## config.mk

```make
export PLATFORM = sky130hd
export DESIGN_NAME = crx_core
export DESIGN_NICKNAME = d
export VERILOG_FILES = /design/src/shared/crx_pkg.sv /design/src/design/crx_core.sv
export SDC_FILE = /design/constraint.sdc
export NUM_CORES = 1
export LEC_CHECK = 0
export BUFFER_PORTS_ARGS = -buffer_cell sky130_fd_sc_hd__buf_2
export CAP_MARGIN = 5
export CELL_PAD_IN_SITES_DETAIL_PLACEMENT = 1
export CELL_PAD_IN_SITES_GLOBAL_PLACEMENT = 2
export CORE_UTILIZATION = 40
export DETAILED_ROUTE_END_ITERATION = 8
export PLACE_DENSITY = 0.82
export SYNTH_ARGS = -nofsm -noshare
export SYNTH_HDL_FRONTEND = slang
export SYNTH_SLANG_ARGS = --single-unit
```

## constraint.sdc

```tcl
create_clock -name clk -period 6.1 [get_ports clk]
set_input_delay 0.305 -clock clk [delete_from_list [all_inputs] [get_ports clk]]
set_output_delay 0.305 -clock clk [all_outputs]
set_load 0.005 [all_outputs]
```

## src/shared/crx_pkg.sv

```systemverilog
// Purpose: constants and carrier types for the can receive queue and status block
// Assumes: 8-bit register port, one clock at 50 MHz
// Notes: register offsets are local to this block
package crx_pkg;
	// ------------------------------------------------------------
	// register offsets
	// ------------------------------------------------------------
	localparam logic [7:0] ADR_CTRL = 8'h00; // can_control_reg: read pointer, mode
	localparam logic [7:0] ADR_STAT = 8'h01; // can_status_reg: interrupt code
	localparam logic [7:0] ADR_ECON = 8'h02; // enhanced_control_reg
	localparam logic [7:0] ADR_COMM = 8'h03; // comm_status_reg
	localparam logic [7:0] ADR_IOCN = 8'h04; // can_io_control_reg
	localparam logic [7:0] ADR_ROLE = 8'h05; // buffer_role_reg
	localparam logic [7:0] ADR_FULL = 8'h06; // rx_full_flag per queue slot, write 0 clears
	localparam logic [7:0] ADR_TXEC = 8'h07; // transmit error counter
	localparam logic [7:0] ADR_RXEC = 8'h08; // receive error counter
	localparam logic [7:0] ADR_IDL0 = 8'h10; // ident low byte of programmable buffer 0..5
	// ------------------------------------------------------------
	// field positions and values
	// ------------------------------------------------------------
	localparam int NQ = 8; // max queue depth
	localparam int NPB = 6; // programmable buffers
	localparam logic [1:0] MODE_LEGACY = 2'h0;
	localparam logic [1:0] MODE_FIFO = 2'h2;
	localparam logic [4:0] CODE_FIFO_RX = 5'h10;
	localparam logic [4:0] CODE_NONE = 5'h00;
	localparam int IO_TS_BIT = 4;
	localparam int ECON_WM_BIT = 5;
	localparam logic [8:0] LIM_PASSIVE = 9'd127;
	localparam logic [8:0] LIM_WARN = 9'd95;
	localparam logic [8:0] LIM_BUSOFF = 9'd255;
	localparam logic [3:0] WM_FOUR = 4'h4;
	localparam logic [3:0] WM_ONE = 4'h1;
	localparam logic [7:0] RST_BYTE = 8'h00;
	// ------------------------------------------------------------
	// carrier types
	// ------------------------------------------------------------
	typedef struct packed {
		logic ext_frame_flag; // extended frame received
		logic rx_remote_req_flag; // remote request of a standard frame
		logic [2:0] std_ident_bits; // sid 2..0 or eid 20..18
		logic [1:0] ext_ident_bits; // eid 17..16
	} crx_msg_t;
	typedef struct packed {
		logic [3:0] rd_ptr;
		logic [3:0] wr_ptr;
		logic [NQ-1:0] full;
		logic [1:0] mode;
		logic [4:0] code;
		logic hw_sel;
		logic ts_en;
		logic [NPB-1:0] role;
		logic [8:0] tx_err;
		logic [8:0] rx_err;
		logic ovf_hi;
		logic ovf_lo;
		logic [NQ-1:0][7:0] idl;
		logic [7:0] rdata;
		logic hw_irq;
		logic ts_strobe;
	} crx_state_t;
endpackage : crx_pkg

```

## src/design/crx_core.sv

```systemverilog
// Purpose: receive queue, status bits, ident low bytes and time-stamp strobe
// Assumes: accepted messages arrive as one-cycle pulses from the filter logic
// Notes: queue slots 0,1 are the dedicated buffers, 2..7 the programmable ones
`timescale 1ns/1ps
`default_nettype none
module crx_core
(
	// clock and reset
	input wire logic clk,
	input wire logic rst_n,
	// register port
	input wire logic [7:0] addr,
	input wire logic [7:0] wdata,
	input wire logic wr_stb,
	input wire logic rd_stb,
	output logic [7:0] rdata,
	// accepted message from the filters
	input wire logic msg_valid,
	input wire crx_pkg::crx_msg_t msg,
	// error counter events
	input wire logic tx_err_inc,
	input wire logic rx_err_inc,
	// outputs toward interrupt logic and capture unit
	output logic queue_hw_irq,
	output logic capture_strobe
);
	// ------------------------------------------------------------
	// state
	// ------------------------------------------------------------
	crx_pkg::crx_state_t s_r; // all state
	crx_pkg::crx_state_t s_nxt; // its next value
	logic [3:0] depth; // live queue depth
	logic [3:0] used; // count of full slots
	logic [7:0] comm; // assembled comm status
	logic [7:0] idl_rd; // ident byte as read
	logic [3:0] ix; // ident byte index
	logic [3:0] slot; // slot addressed by ident access
	logic fifo; // fifo mode
	logic in_idl; // address falls on a programmable ident byte
	// ------------------------------------------------------------
	// combinational helpers
	// ------------------------------------------------------------
	// queue depth: scan for lowest transmit buffer
	always_comb
	begin
		depth = 4'(crx_pkg::NQ);
		for (int i = crx_pkg::NPB - 1; i >= 0; i--)
		begin
			if (s_r.role[i])
			begin
				depth = 4'(i + 2);
			end
		end
	end
	// occupancy count for the watermark
	always_comb
	begin
		used = 4'h0;
		for (int i = 0; i < crx_pkg::NQ; i++)
		begin
			if (s_r.full[i])
			begin
				used = used + 4'h1;
			end
		end
	end
	assign fifo = (s_r.mode == crx_pkg::MODE_FIFO);
	assign ix = 4'(addr - crx_pkg::ADR_IDL0);
	assign slot = ix + 4'h2;
	// full-width range test: the 4-bit index alone would alias 0x20.. onto the ident bytes
	// and let unmapped writes land in a transmit buffer
	assign in_idl = (addr >= crx_pkg::ADR_IDL0) && (addr < crx_pkg::ADR_IDL0 + 8'(crx_pkg::NPB));
	// comm status assembly
	always_comb
	begin
		comm = crx_pkg::RST_BYTE;
		comm[7] = s_r.ovf_hi;
		comm[6] = s_r.ovf_lo;
		comm[5] = (s_r.tx_err > crx_pkg::LIM_BUSOFF);
		comm[4] = (s_r.tx_err > crx_pkg::LIM_PASSIVE);
		comm[3] = (s_r.rx_err > crx_pkg::LIM_PASSIVE);
		comm[2] = (s_r.tx_err > crx_pkg::LIM_WARN);
		comm[1] = (s_r.rx_err > crx_pkg::LIM_WARN) && (s_r.rx_err <= crx_pkg::LIM_PASSIVE);
		comm[0] = comm[2] | comm[1];
	end
	// ident low byte as software sees it
	always_comb
	begin
		idl_rd = s_r.idl[slot[2:0]];
		if (s_r.mode == crx_pkg::MODE_LEGACY || !in_idl)
		begin
			idl_rd = crx_pkg::RST_BYTE;
		end
		else if (s_r.role[ix[2:0]])
		begin
			idl_rd[4] = 1'b0;
			idl_rd[2] = 1'b0;
		end
	end
	// ------------------------------------------------------------
	// next state
	// ------------------------------------------------------------
	always_comb
	begin
		s_nxt = s_r;
		s_nxt.ts_strobe = 1'b0;
		s_nxt.rdata = crx_pkg::RST_BYTE;
		// error counters saturate rather than wrap
		if (tx_err_inc && s_r.tx_err != 9'h1ff)
		begin
			s_nxt.tx_err = s_r.tx_err + 9'h1;
		end
		if (rx_err_inc && s_r.rx_err != 9'h1ff)
		begin
			s_nxt.rx_err = s_r.rx_err + 9'h1;
		end
		// register writes first so a message in the same cycle wins
		if (wr_stb)
		begin
			case (addr)
				crx_pkg::ADR_CTRL: s_nxt.mode = wdata[7:6];
				crx_pkg::ADR_ECON: s_nxt.hw_sel = wdata[crx_pkg::ECON_WM_BIT];
				crx_pkg::ADR_IOCN: s_nxt.ts_en = wdata[crx_pkg::IO_TS_BIT];
				crx_pkg::ADR_ROLE: s_nxt.role = wdata[crx_pkg::NPB-1:0];
				crx_pkg::ADR_STAT: s_nxt.code = crx_pkg::CODE_NONE;
				crx_pkg::ADR_COMM:
				begin
					// writing zero clears, ones are ignored
					s_nxt.ovf_hi = s_r.ovf_hi & wdata[7];
					s_nxt.ovf_lo = s_r.ovf_lo & wdata[6];
				end
				crx_pkg::ADR_FULL:
				begin
					s_nxt.full = s_r.full & wdata;
					// pointer moves on when its slot is released
					if (s_r.full[s_r.rd_ptr[2:0]] && !wdata[s_r.rd_ptr[2:0]])
					begin
						s_nxt.rd_ptr = (s_r.rd_ptr + 4'h1 >= depth) ? 4'h0 : s_r.rd_ptr + 4'h1;
					end
				end
				default:
				begin
					// transmit-role ident bytes take writes, receive ones are read only
					if (in_idl && s_r.role[ix[2:0]] && s_r.mode != crx_pkg::MODE_LEGACY)
					begin
						s_nxt.idl[slot[2:0]] = wdata & 8'heb;
					end
				end
			endcase
		end
		// message acceptance: any filter, single entry point
		if (msg_valid)
		begin
			if (s_r.ts_en)
			begin
				s_nxt.ts_strobe = 1'b1;
			end
			if (fifo)
			begin
				if (!s_r.full[s_r.wr_ptr[2:0]])
				begin
					s_nxt.full[s_r.wr_ptr[2:0]] = 1'b1;
					s_nxt.idl[s_r.wr_ptr[2:0]] = {msg.std_ident_bits,
						msg.ext_frame_flag | msg.rx_remote_req_flag,
						msg.ext_frame_flag, 1'b0, msg.ext_ident_bits};
					s_nxt.wr_ptr = (s_r.wr_ptr + 4'h1 >= depth) ? 4'h0 : s_r.wr_ptr + 4'h1;
					s_nxt.code = crx_pkg::CODE_FIFO_RX;
				end
				else
				begin
					s_nxt.ovf_lo = 1'b1; // queue overrun
				end
			end
		end
		// queue-not-empty flag in fifo mode
		if (fifo && s_nxt.full[s_nxt.rd_ptr[2:0]])
		begin
			s_nxt.ovf_hi = 1'b1;
		end
		// high-water: four or one empty slot
		s_nxt.hw_irq = fifo && (depth - used == (s_r.hw_sel ? crx_pkg::WM_ONE : crx_pkg::WM_FOUR));
		// read data, one cycle after the strobe
		if (rd_stb)
		begin
			case (addr)
				crx_pkg::ADR_CTRL: s_nxt.rdata = {s_r.mode, 2'h0, s_r.rd_ptr};
				crx_pkg::ADR_STAT: s_nxt.rdata = {3'h0, s_r.code};
				crx_pkg::ADR_ECON: s_nxt.rdata = {2'h0, s_r.hw_sel, 5'h0};
				crx_pkg::ADR_COMM: s_nxt.rdata = comm;
				crx_pkg::ADR_IOCN: s_nxt.rdata = {3'h0, s_r.ts_en, 4'h0};
				crx_pkg::ADR_ROLE: s_nxt.rdata = {2'h0, s_r.role};
				crx_pkg::ADR_FULL: s_nxt.rdata = s_r.full;
				crx_pkg::ADR_TXEC: s_nxt.rdata = s_r.tx_err[7:0];
				crx_pkg::ADR_RXEC: s_nxt.rdata = s_r.rx_err[7:0];
				default: s_nxt.rdata = idl_rd;
			endcase
		end
	end
	// ------------------------------------------------------------
	// registers
	// ------------------------------------------------------------
	always_ff @(posedge clk or negedge rst_n)
	begin
		if (!rst_n)
		begin
			s_r <= '0;
		end
		else
		begin
			s_r <= s_nxt;
		end
	end
	assign rdata = s_r.rdata;
	assign queue_hw_irq = s_r.hw_irq;
	assign capture_strobe = s_r.ts_strobe;
	// ------------------------------------------------------------
	// checks
	// ------------------------------------------------------------
	chk_strobe_follows: assert property (@(posedge clk) disable iff (!rst_n)
		msg_valid && s_r.ts_en |=> capture_strobe) else $error("missing capture strobe");
	chk_strobe_gated: assert property (@(posedge clk) disable iff (!rst_n)
		capture_strobe |-> $past(s_r.ts_en) && $past(msg_valid)) else $error("stray capture strobe");
	chk_code_load: assert property (@(posedge clk) disable iff (!rst_n)
		msg_valid && fifo && !s_r.full[s_r.wr_ptr[2:0]] |=> s_r.code == 5'h10) else $error("code not loaded");
	chk_passive_bit: assert property (@(posedge clk) disable iff (!rst_n)
		comm[3] == (s_r.rx_err > 9'd127)) else $error("rx passive wrong");
	chk_ptr_range: assert property (@(posedge clk) disable iff (!rst_n)
		s_r.rd_ptr < 4'h8 && s_r.wr_ptr < 4'h8) else $error("pointer out of range");
	chk_ptr_advance: assert property (@(posedge clk) disable iff (!rst_n)
		wr_stb && addr == 8'h06 && s_r.full[s_r.rd_ptr[2:0]] && !wdata[s_r.rd_ptr[2:0]]
		|=> s_r.rd_ptr != $past(s_r.rd_ptr)) else $error("pointer stuck");
	chk_warn_or: assert property (@(posedge clk) disable iff (!rst_n)
		comm[0] == (comm[1] | comm[2])) else $error("warning or wrong");
	chk_legacy_ident: assert property (@(posedge clk) disable iff (!rst_n)
		rd_stb && addr >= 8'h10 && s_r.mode == 2'h0 |=> rdata == 8'h00) else $error("ident visible");
	// pending message at the read pointer keeps the not-empty bit up
	chk_empty_flag: assert property (@(posedge clk) disable iff (!rst_n)
		fifo && s_r.full[s_r.rd_ptr[2:0]] && !wr_stb |=> s_r.ovf_hi)
		else $error("not-empty bit missing");
	// overflow bit survives until software clears it
	chk_overflow_keep: assert property (@(posedge clk) disable iff (!rst_n)
		s_r.ovf_lo && !(wr_stb && addr == crx_pkg::ADR_COMM) |=> s_r.ovf_lo)
		else $error("overflow bit lost");
	// upper bit likewise cleared only by a write
	chk_upper_keep: assert property (@(posedge clk) disable iff (!rst_n)
		s_r.ovf_hi && !(wr_stb && addr == crx_pkg::ADR_COMM) |=> s_r.ovf_hi)
		else $error("upper status bit lost");
	// message into a full slot is dropped and flagged
	chk_overrun_flag: assert property (@(posedge clk) disable iff (!rst_n)
		msg_valid && fifo && s_r.full[s_r.wr_ptr[2:0]] |=> s_r.ovf_lo)
		else $error("overrun not flagged");
	// queue never shorter than the two dedicated buffers
	chk_depth_bounds: assert property (@(posedge clk) disable iff (!rst_n)
		depth >= 4'h2 && depth <= 4'h8)
		else $error("depth out of range");
	// first programmable buffer transmitting leaves two slots
	chk_depth_first: assert property (@(posedge clk) disable iff (!rst_n)
		s_r.role[0] |-> depth == 4'h2)
		else $error("depth not two");
	// no transmit buffer gives the full eight
	chk_depth_none: assert property (@(posedge clk) disable iff (!rst_n)
		s_r.role == 6'h00 |-> depth == 4'h8)
		else $error("depth not eight");
	// bus-off bit as read matches the counter
	chk_busoff_read: assert property (@(posedge clk) disable iff (!rst_n)
		rd_stb && addr == crx_pkg::ADR_COMM |=> rdata[5] == ($past(s_r.tx_err) > 9'd255))
		else $error("bus-off bit wrong");
	// transmit warning as read
	chk_tx_warning_read: assert property (@(posedge clk) disable iff (!rst_n)
		rd_stb && addr == crx_pkg::ADR_COMM |=> rdata[2] == ($past(s_r.tx_err) > 9'd95))
		else $error("tx warning wrong");
	// receive warning band as read
	chk_rx_warning_read: assert property (@(posedge clk) disable iff (!rst_n)
		rd_stb && addr == crx_pkg::ADR_COMM |=> rdata[1] == ($past(s_r.rx_err) > 9'd95 && $past(s_r.rx_err) <= 9'd127))
		else $error("rx warning wrong");
	// receive passive as read
	chk_passive_read: assert property (@(posedge clk) disable iff (!rst_n)
		rd_stb && addr == crx_pkg::ADR_COMM |=> rdata[3] == ($past(s_r.rx_err) > 9'd127))
		else $error("rx passive read wrong");
	// unimplemented ident bit always reads zero
	chk_ident_zero: assert property (@(posedge clk) disable iff (!rst_n)
		rd_stb && in_idl |=> !rdata[2])
		else $error("ident bit 2 set");
	// transmit-role ident byte hides bit 4
	chk_tx_bit4: assert property (@(posedge clk) disable iff (!rst_n)
		rd_stb && in_idl && s_r.mode != crx_pkg::MODE_LEGACY && s_r.role[ix[2:0]] |=> !rdata[4])
		else $error("tx ident bit 4 set");
	// receive-role ident bytes ignore writes
	chk_rx_wr_ignored: assert property (@(posedge clk) disable iff (!rst_n)
		wr_stb && in_idl && !s_r.role[ix[2:0]] && !msg_valid |=> s_r.idl == $past(s_r.idl))
		else $error("receive ident written");
	// control read returns the read pointer
	chk_pointer_read: assert property (@(posedge clk) disable iff (!rst_n)
		rd_stb && addr == crx_pkg::ADR_CTRL |=> rdata[3:0] == $past(s_r.rd_ptr))
		else $error("pointer read wrong");
	// every stored message moves the write pointer
	chk_wr_advance: assert property (@(posedge clk) disable iff (!rst_n)
		msg_valid && fifo && !s_r.full[s_r.wr_ptr[2:0]] |=> s_r.wr_ptr != $past(s_r.wr_ptr))
		else $error("write pointer stuck");
	// read pointer wraps at the live depth
	chk_ptr_wrap: assert property (@(posedge clk) disable iff (!rst_n)
		wr_stb && addr == crx_pkg::ADR_FULL && s_r.full[s_r.rd_ptr[2:0]] && !wdata[s_r.rd_ptr[2:0]]
		&& s_r.rd_ptr + 4'h1 >= depth |=> s_r.rd_ptr == 4'h0)
		else $error("pointer did not wrap");
	// outside fifo mode the queue does not fill
	chk_no_store: assert property (@(posedge clk) disable iff (!rst_n)
		msg_valid && !fifo && !wr_stb |=> s_r.full == $past(s_r.full))
		else $error("queue filled outside fifo mode");
	// watermark interrupt belongs to fifo mode only
	chk_irq_fifo: assert property (@(posedge clk) disable iff (!rst_n)
		!fifo |=> !queue_hw_irq)
		else $error("watermark outside fifo");
	// one empty slot with the select bit set raises it
	chk_irq_one: assert property (@(posedge clk) disable iff (!rst_n)
		fifo && s_r.hw_sel && (depth - used == 4'h1) |=> queue_hw_irq)
		else $error("watermark one missing");
	// strobe only follows a message
	chk_strobe_off: assert property (@(posedge clk) disable iff (!rst_n)
		!msg_valid |=> !capture_strobe)
		else $error("strobe without message");
	// ------------------------------------------------------------
	// per-slot checks
	// ------------------------------------------------------------
	// one copy of each slot check per queue entry
	for (genvar g = 0; g < crx_pkg::NQ; g++)
	begin : gen_slot
		// a full slot empties only through a software write
		chk_slot_hold: assert property (@(posedge clk) disable iff (!rst_n)
			s_r.full[g] && !(wr_stb && addr == crx_pkg::ADR_FULL) |=> s_r.full[g])
			else $error("full flag lost");
		// a slot fills only when the write pointer names it
		chk_slot_fill: assert property (@(posedge clk) disable iff (!rst_n)
			!s_r.full[g] && !(msg_valid && fifo && s_r.wr_ptr[2:0] == 3'(g)) |=> !s_r.full[g])
			else $error("slot filled out of turn");
		// stored frame keeps its extended flag in bit 3
		chk_slot_ident: assert property (@(posedge clk) disable iff (!rst_n)
			msg_valid && fifo && !s_r.full[g] && s_r.wr_ptr[2:0] == 3'(g)
			|=> s_r.idl[g][3] == $past(msg.ext_frame_flag))
			else $error("extended flag not stored");
		// bit 4 is one for extended, else the remote request
		chk_slot_remote: assert property (@(posedge clk) disable iff (!rst_n)
			msg_valid && fifo && !s_r.full[g] && s_r.wr_ptr[2:0] == 3'(g)
			|=> s_r.idl[g][4] == $past(msg.ext_frame_flag | msg.rx_remote_req_flag))
			else $error("remote bit not stored");
		// upper three bits carry the low identifier bits
		chk_slot_sid: assert property (@(posedge clk) disable iff (!rst_n)
			msg_valid && fifo && !s_r.full[g] && s_r.wr_ptr[2:0] == 3'(g)
			|=> s_r.idl[g][7:5] == $past(msg.std_ident_bits))
			else $error("identifier bits not stored");
	end : gen_slot
endmodule : crx_core
`default_nettype wire

```

* Word level (Yosys, flattened, before mapping)
Index checks and enable logic that the tools add are counted.
Word-level totals: flip-flop bits (word level) 125, bits in latches 0, bits in writable memories 0, ROM bits 0, input port bits 30, output and inout bits 10, word-level logic and storage cells 174, memories kept 0
Cells by class: $add $sub $neg 14, multiply operators 0, divide/modulo/power cells 0, $lt $le $gt $ge 17, eq/ne operators 12, shift-type cells 0, mux-type cells 73, bitwise gates (word level) 7, reduce and logical (&&, ||, !) cells 27
Operators by type and width (number):
- $mux 64 | 3
- $mux 65 | 2
- $bwmux 64 | 2
- $pmux 8 s9 | 1
- $mux 66 | 1
- $mux 8 | 8
- $mux 4 | 15
- $demux 8 s3 | 2
- $add 4x1->4 const B | 9
- $gt 9x7->1 const B | 4
- $eq 8x3->1 const B | 4
- $bmux 8 s3 | 1
- $mux 23 | 1
- $lt 3x4->1 const B | 5
- $mux 5 | 4
- $add 9x1->9 const B | 2
- $mux 1 | 18
- $ne 9x9->1 const B | 2
- $eq 8x2->1 const B | 2
- $bmux 1 s3 | 5
- $mux 3 | 5
- $logic_and 1x1->1 | 11
- $reduce_and 2->1 | 5
- $gt 9x8->1 const B | 1
- other kinds (27) | 37

* Logic depth before layout (Yosys ltp)
Gate-level depths: netlist of run 1.
depth in word-level cells 18, mapped depth 23

* Worst setup path before layout of run 1
No wires, ideal clock.
path kind reg-to-reg, start reg s_r[109] in the netlist's numbering, end reg s_r (netlist bit queue_hw_irq), library setup time 0.065 ns, data arrival time 4.970 ns, slack 1.065 ns, stages on the path, launching flop included 23, cells stage by stage dfrtp_1 inv_1 ha_1 xor2_1 ha_1 nand2_1 o31ai_1 ha_1 mux2_2 ha_1 a221o_1 ha_1 nor2_1 nor2_1 ha_1 nand2_1 xor2_1 xnor2_1 ha_1 or3b_2 a211o_1 a211oi_1 mux2_2
RTL lines:
- start: declaration | line crx_core.sv:30 | crx_pkg::crx_state_t s_r;
- start signal: assignment | line crx_core.sv:210 | s_r <= s_nxt;

==> out/metrics.yaml, run 1 <==
timing:
  hold_viol: 0
  layout_worst_path_cycle_share_pct: 94.1
  setup_viol: 0
  worst_pin_slew_ps: 1010
  min_period_ps: 5740
  slew-limit-headroom_pct: 32.4
  fin_skew_ps: 9.32
  grt_setup_unrepaired: "false"
  drv_slew: 0
  max_freq_mhz: 174
  setup_tns_ps: 0
  layout_setup_ws_ps: 362
placement:
  place_inst: 1055
  numPortBuffers: 39
  gp_congestion: 0.853
  place_ws_ps: 415
  place_area_um2: 8170
  dp_hpwl_um: 17400
clock_network:
  cts_setup_buffers: 0
  clk_latency_ps: 430
  cts_max_level: 4
  cts-buffers-inserted: 17
  cts.path.max_buffers: 2
  ctsRootBufferMaster: "clkbuf_16"
  clk_pin_slew_worst_paths_ps: 60
  cts_tree: "yes"
  cts.sinks: 125
synthesis:
  async_reset_ff_share_pct: 100
  synth_fa_ha_area_share_pct: 4.41
  yosysSeqAreaShare_pct: 39.6
  yosys.area_share.simple_pct: 17.6
  ys_seq_elements: 125
  synth-main-ff-cell: "dfrtp_1"
  ys_types: 82
  synth_top_area_share_pct: 39.6
  synth_top_family_by_area: "simple AND/OR/NAND/NOR gates"
  synth_edf_count: 0
  synth_area_um2: 7900
  synth-xor-area-share_pct: 3.96
  yosys.area.top_type: "dfrtp_1"
  synth.area.mux_share_pct: 16.0
  yosysWarnings: 0
  syn_inst: 811
  synth_compound_area_share_pct: 13.6
  postSynthAreaPerCell_um2: 9.73
  synthTopCellsByArea: "dfrtp_1, mux2i_1, mux4_2"
  synth_nets: 868
layout:
  multi_input_area_um2: 4410
  stdcell_area_um2: 8790
  drive_gt1_share_pct: 16.6
  fill_cells: 2217
  fin_nets: 867
  syn_to_final_growth_pct: 11.3
  fin_util_pct: 45.3
  antenna_cells: 0
  final_common_cell: "dfrtp_1"
  seq_area_um2: 3130
  fin_cells: 1088
  final_cell_mix: "dfrtp_1, nand2_1, nor2_1, mux2i_1, o21ai_0"
floorplanning:
  die_x_um: 142
  core_area_um2: 19400
  io_pins: 40
  num_rows: 51
  die_area_um2: 20300
  die_h_um: 142
  initial_utilization_pct: 40.7
run_status:
  status: "completed"
worst_setup_path:
  start_kind: "flip-flop"
  crit_type: "reg -> reg"
  worstPathRequired_ps: 6470
  path_max_fanout: 7
  r2r_cells: 22
  crit_arrival_ps: 6110
  endpoint_kind: "flip-flop"
grt:
  antenna_found_initial: 0
  grt_pass1_vias: 6720
  grt_max_degree: 77
  grt_overflow_total: 0
  grt.total_usage_pct: 25.3
  grt_first_pass_wirelength_um: 38200
detailed_routing:
  drt-initial-drc-count: 437
  drt_wl_total_um: 24300
  routed_via_density: 5.86
  firstDrtPassIters: 7
  detail-route-antenna-nets: 0
  num_vias: 6380
  drc: 0
  wl_per_cell_um: 22.3
pwr:
  p_leak_nw: 3.80
  irDropWorstVdd_mv: 0.185
  power_density_nw_per_um2: 302
worst_hold_path:
  min_path_cells: 3
  hold_path_class: "in -> reg"
run:
  cap_violations: 0
critical path, cell delays in order (launching register included):
cell and delay (ps):
dfrtp_1 460, inv_1 80, ha_1 410, xor2_1 180, ha_1 330, nand2_1 70
o31ai_1 140, ha_1 330, mux2_2 280, ha_1 290, a221o_1 420, ha_1 300
nor2_1 50, nor2_1 150, ha_1 170, nand2_1 60, xor2_1 200, xnor2_1 130
ha_1 380, or3b_2 480, a211o_1 290, a211oi_1 270, mux2_2 190
synth_stat cells, types with 3 or more instances:
library cell and instances:
dfrtp_1 125, inv_1 20, or3_1 4, mux2i_1 63
buf_1 11, nor2b_1 9, nand2_1 93, nor3b_1 7
o22ai_1 9, nand4_1 6, ha_1 27, nor4_1 4
clkbuf_1 28, nand3b_1 5, and2_1 4, o311a_1 3
a211oi_1 6, o21ai_0 50, nor2_1 67, xor2_1 9
a21oi_1 44, buf_4 10, a221o_1 3, nand2b_1 8
mux2_2 17, o31a_1 7, buf_2 10, and3_1 24
mux4_2 19, nand3_1 12, nor3_1 9, clkbuf_2 3
o31ai_1 6, a311oi_1 3, xnor2_1 24
metal layers:
layer	global-route usage, %	wire, um	vias to the layer above
li1	-	-	2905
met3	4.61	1080	43
met5	0	0	-
met1	32.4	10700	3273
met2	42.3	11800	159
met4	9.68	647	0
flip-flops by register name (all words and copies together) (netlist names):
name	count
s_r	113
capture_strobe	1
rdata	8
comm	2
queue_hw_irq	1
worst paths after layout:
kind / start / end / slack, ps
worst max-delay path: s_r[109] / queue_hw_irq / 360
worst min-delay path: wdata[4] / s_r[98] / 160
worst max register to register: s_r[109] / queue_hw_irq / 360
worst min register to register: s_r[106] / s_r[106] / 500
max in group asynchronous: rst_n / s_r[52] / 4170
min in group asynchronous: rst_n / s_r[81] / 440
repair_timing:
action | 4_1_cts | 5_1_grt
resized for setup | 0 | 0
endpoints found under the hold margin | 49 | 0
hold buffers | 1 | 0
kinds of logic after synthesis:
| kind of cell | after synthesis |
|---|---|
| muxes | 100 |
| AOI/OAI and AO/OA | 164 |
| and+or+nand+nor | 277 |
| buffers and inverters | 83 |
| xor gates and xnor gates | 34 |
| DFF | 125 |
| adders and majority gates | 28 |
layout make-up:
class                           instances  area share, %
Multi-Input combinational cell        603           50.2
Timing Repair Buffer                   43           2.62
Clock inverter                         14           1.92
Tap cell                              265           3.77
Clock buffer                           18           5.00
Inverter                               20          0.854
Sequential cell                       125           35.6
where the power goes:
part           leakage, nW  internal, W  switching (W)
clock network        0.297     0.000628       0.000433
logic                 1.81     0.000230       0.000309
registers             1.69     0.000922       0.000127
total                 3.80      0.00178       0.000869
per-stage QoR:
stage | power, W | hold slack (ps)
after CTS | 0.00266 | 161
after global placement | 0.00154 | 371
after global routing | 0.00277 | 168
after floorplan | 0.00140 | 9.41
after detailed placement | 0.00159 | 385
final | 0.00265 | 162
(Power assumes the default switching activity.)
==> run 2: changes to the inputs <==
- MAX_ROUTING_LAYER: unset -> met4
==> out/metrics.yaml, run 2 (synthesis gave the netlist of run 1 again) <==
grt:
  grt_overflow_total: 0  # unchanged
  grt_first_pass_wirelength_um: 38300  # about the same
  antenna_found_initial: 0  # unchanged
  grt_max_degree: 77  # unchanged
  grt.total_usage_pct: 26.0  # +0.77 points
  grt_pass1_vias: 6711  # -0.13%
timing:
  drv_slew: 0  # unchanged
  layout_setup_ws_ps: 378  # +16.4 ps
  min_period_ps: 5720  # -16.4 ps
  max_freq_mhz: 175  # +0.29%
  setup_viol: 0  # unchanged
  slew-limit-headroom_pct: 33.1  # +0.60 points
  layout_worst_path_cycle_share_pct: 93.8  # -0.27 points
  setup_tns_ps: 0  # unchanged
  fin_skew_ps: 8.95  # -0.367 ps
  hold_viol: 0  # unchanged
  worst_pin_slew_ps: 1000  # -5.31 ps
  grt_setup_unrepaired: "false"
floorplanning:
  die_area_um2: 20300  # unchanged
  initial_utilization_pct: 40.7  # unchanged
  die_h_um: 142  # unchanged
  io_pins: 40  # unchanged
  die_x_um: 142  # unchanged
  num_rows: 51  # unchanged
  core_area_um2: 19400  # unchanged
worst_setup_path:
  worstPathRequired_ps: 6460  # about the same
  crit_end: "queue_hw_irq"
  r2r-start: "s_r[109]"
  r2r-end: "queue_hw_irq"
  r2r_cells: 22  # unchanged
  start_kind: "flip-flop"
  crit_type: "reg -> reg"
  startpoint: "s_r[109]"
  crit_arrival_ps: 6090  # -20 ps
  path_max_fanout: 7  # unchanged
  reg2reg_setup_slack_ps: 380  # +20 ps
  endpoint_kind: "flip-flop"
clock_network:
  cts_tree: "yes"
  ctsRootBufferMaster: "clkbuf_16"
  clk_pin_slew_worst_paths_ps: 60  # about the same
  cts.path.max_buffers: 2  # unchanged
  cts.sinks: 125  # unchanged
  clk_latency_ps: 430  # about the same
  cts_max_level: 4  # unchanged
  cts-buffers-inserted: 17  # unchanged
  cts_resized: 0  # unchanged
layout:
  drive_gt1_share_pct: 16.6  # unchanged
  stdcell_area_um2: 8790  # unchanged
  antenna_cells: 0  # unchanged
  final_common_cell: "dfrtp_1"
  largest_register: "s_r"
  fill_cells: 2217  # unchanged
  largest_register_ffs: 113  # unchanged
  syn_to_final_growth_pct: 11.3  # unchanged
  fin_nets: 867  # unchanged
  final_cell_mix: "dfrtp_1, nand2_1, nor2_1, mux2i_1, o21ai_0"
detailed_routing:
  num_vias: 6416  # +0.56%
  routed_via_density: 5.90  # +0.56%
  drt-initial-drc-count: 465  # +6.4%
  drt_wl_total_um: 24300  # +0.35%
  drc: 0  # unchanged
  firstDrtPassIters: 6  # -1
  detail-route-antenna-nets: 0  # unchanged
  wl_per_cell_um: 22.4  # +0.35%
pwr:
  irDropWorstVdd_mv: 0.182  # -1.4%
  total_power_w: 0.00265  # -0.14%
  p_leak_nw: 3.80  # unchanged
  power_density_nw_per_um2: 301  # -0.14%
placement:
  place_area_um2: 8170  # unchanged
  gp_congestion: 0.866  # +1.6%
  dp_hpwl_um: 17400  # unchanged
  numPortBuffers: 39  # unchanged
  place_ws_ps: 415  # unchanged
run_status:
  status: "completed"
run:
  cap_violations: 0  # unchanged
worst_hold_path:
  hold_path_class: "in -> reg"
## run 2: cell counts in the layout (fill, tap and decap cells not counted)
Identical to the previous run, type by type.
## run 2: per-stage QoR
step                utilization (%)  hold WS, ps  cells
global route                   45.3          167   1088
detailed placement             42.1          385   1055
finish                         45.3          165   1088
floorplan                         -         9.41    811
CTS                            45.3          161   1088
global placement               42.1          371   1055
## run 2: power breakdown
part           internal [W]  switching [W]
Sequential         0.000922       0.000125
Clock              0.000628       0.000433
Combinational      0.000230       0.000308
Total               0.00178       0.000865
## run 2: cell type report
type	instances	area, um^2	area share [%]
clock inverter	14	169	1.92
tap	265	332	3.77
inverter	20	75.1	0.854
timing repair buffer	43	230	2.62
multi-input combinational	603	4410	50.2
clock buffer	18	439	5.00
sequential	125	3130	35.6
## run 2: how the worst min path moves through the flow
stage	cells after the start	to	start	slack [ps]
2_1_floorplan	0	capture_strobe	rst_n	9
3_3_place_gp	1	s_r[81]	rst_n	370
3_5_place_dp	1	s_r[81]	rst_n	390
4_1_cts	3	s_r[98]	wdata[4]	160
5_1_grt	2	s_r[96]	wdata[2]	170
6_report	3	s_r[98]	wdata[4]	160
## run 2: critical path, stage by stage, from the launching register on
cell,delay [ps]
dfrtp_1,450
inv_1,80
ha_1,400
xor2_1,180
ha_1,330
nand2_1,70
o31ai_1,140
ha_1,340
mux2_2,280
ha_1,290
a221o_1,420
ha_1,300
nor2_1,50
nor2_1,150
ha_1,170
nand2_1,60
xor2_1,200
xnor2_1,130
ha_1,380
or3b_2,480
a211o_1,290
a211oi_1,270
mux2_2,190
## run 2: repair_timing
action                                  CTS  global route
endpoints found under the setup margin    0             0
hold endpoints to repair                 49             0
hold buffers                              1             0
setup buffers                             0             0
## run 2: layer usage
metal	global-route usage, %	wire length, um
met1	32.6	10700
met2	42.2	12000
met3	4.95	1120
met4	8.83	566
met5	-	0
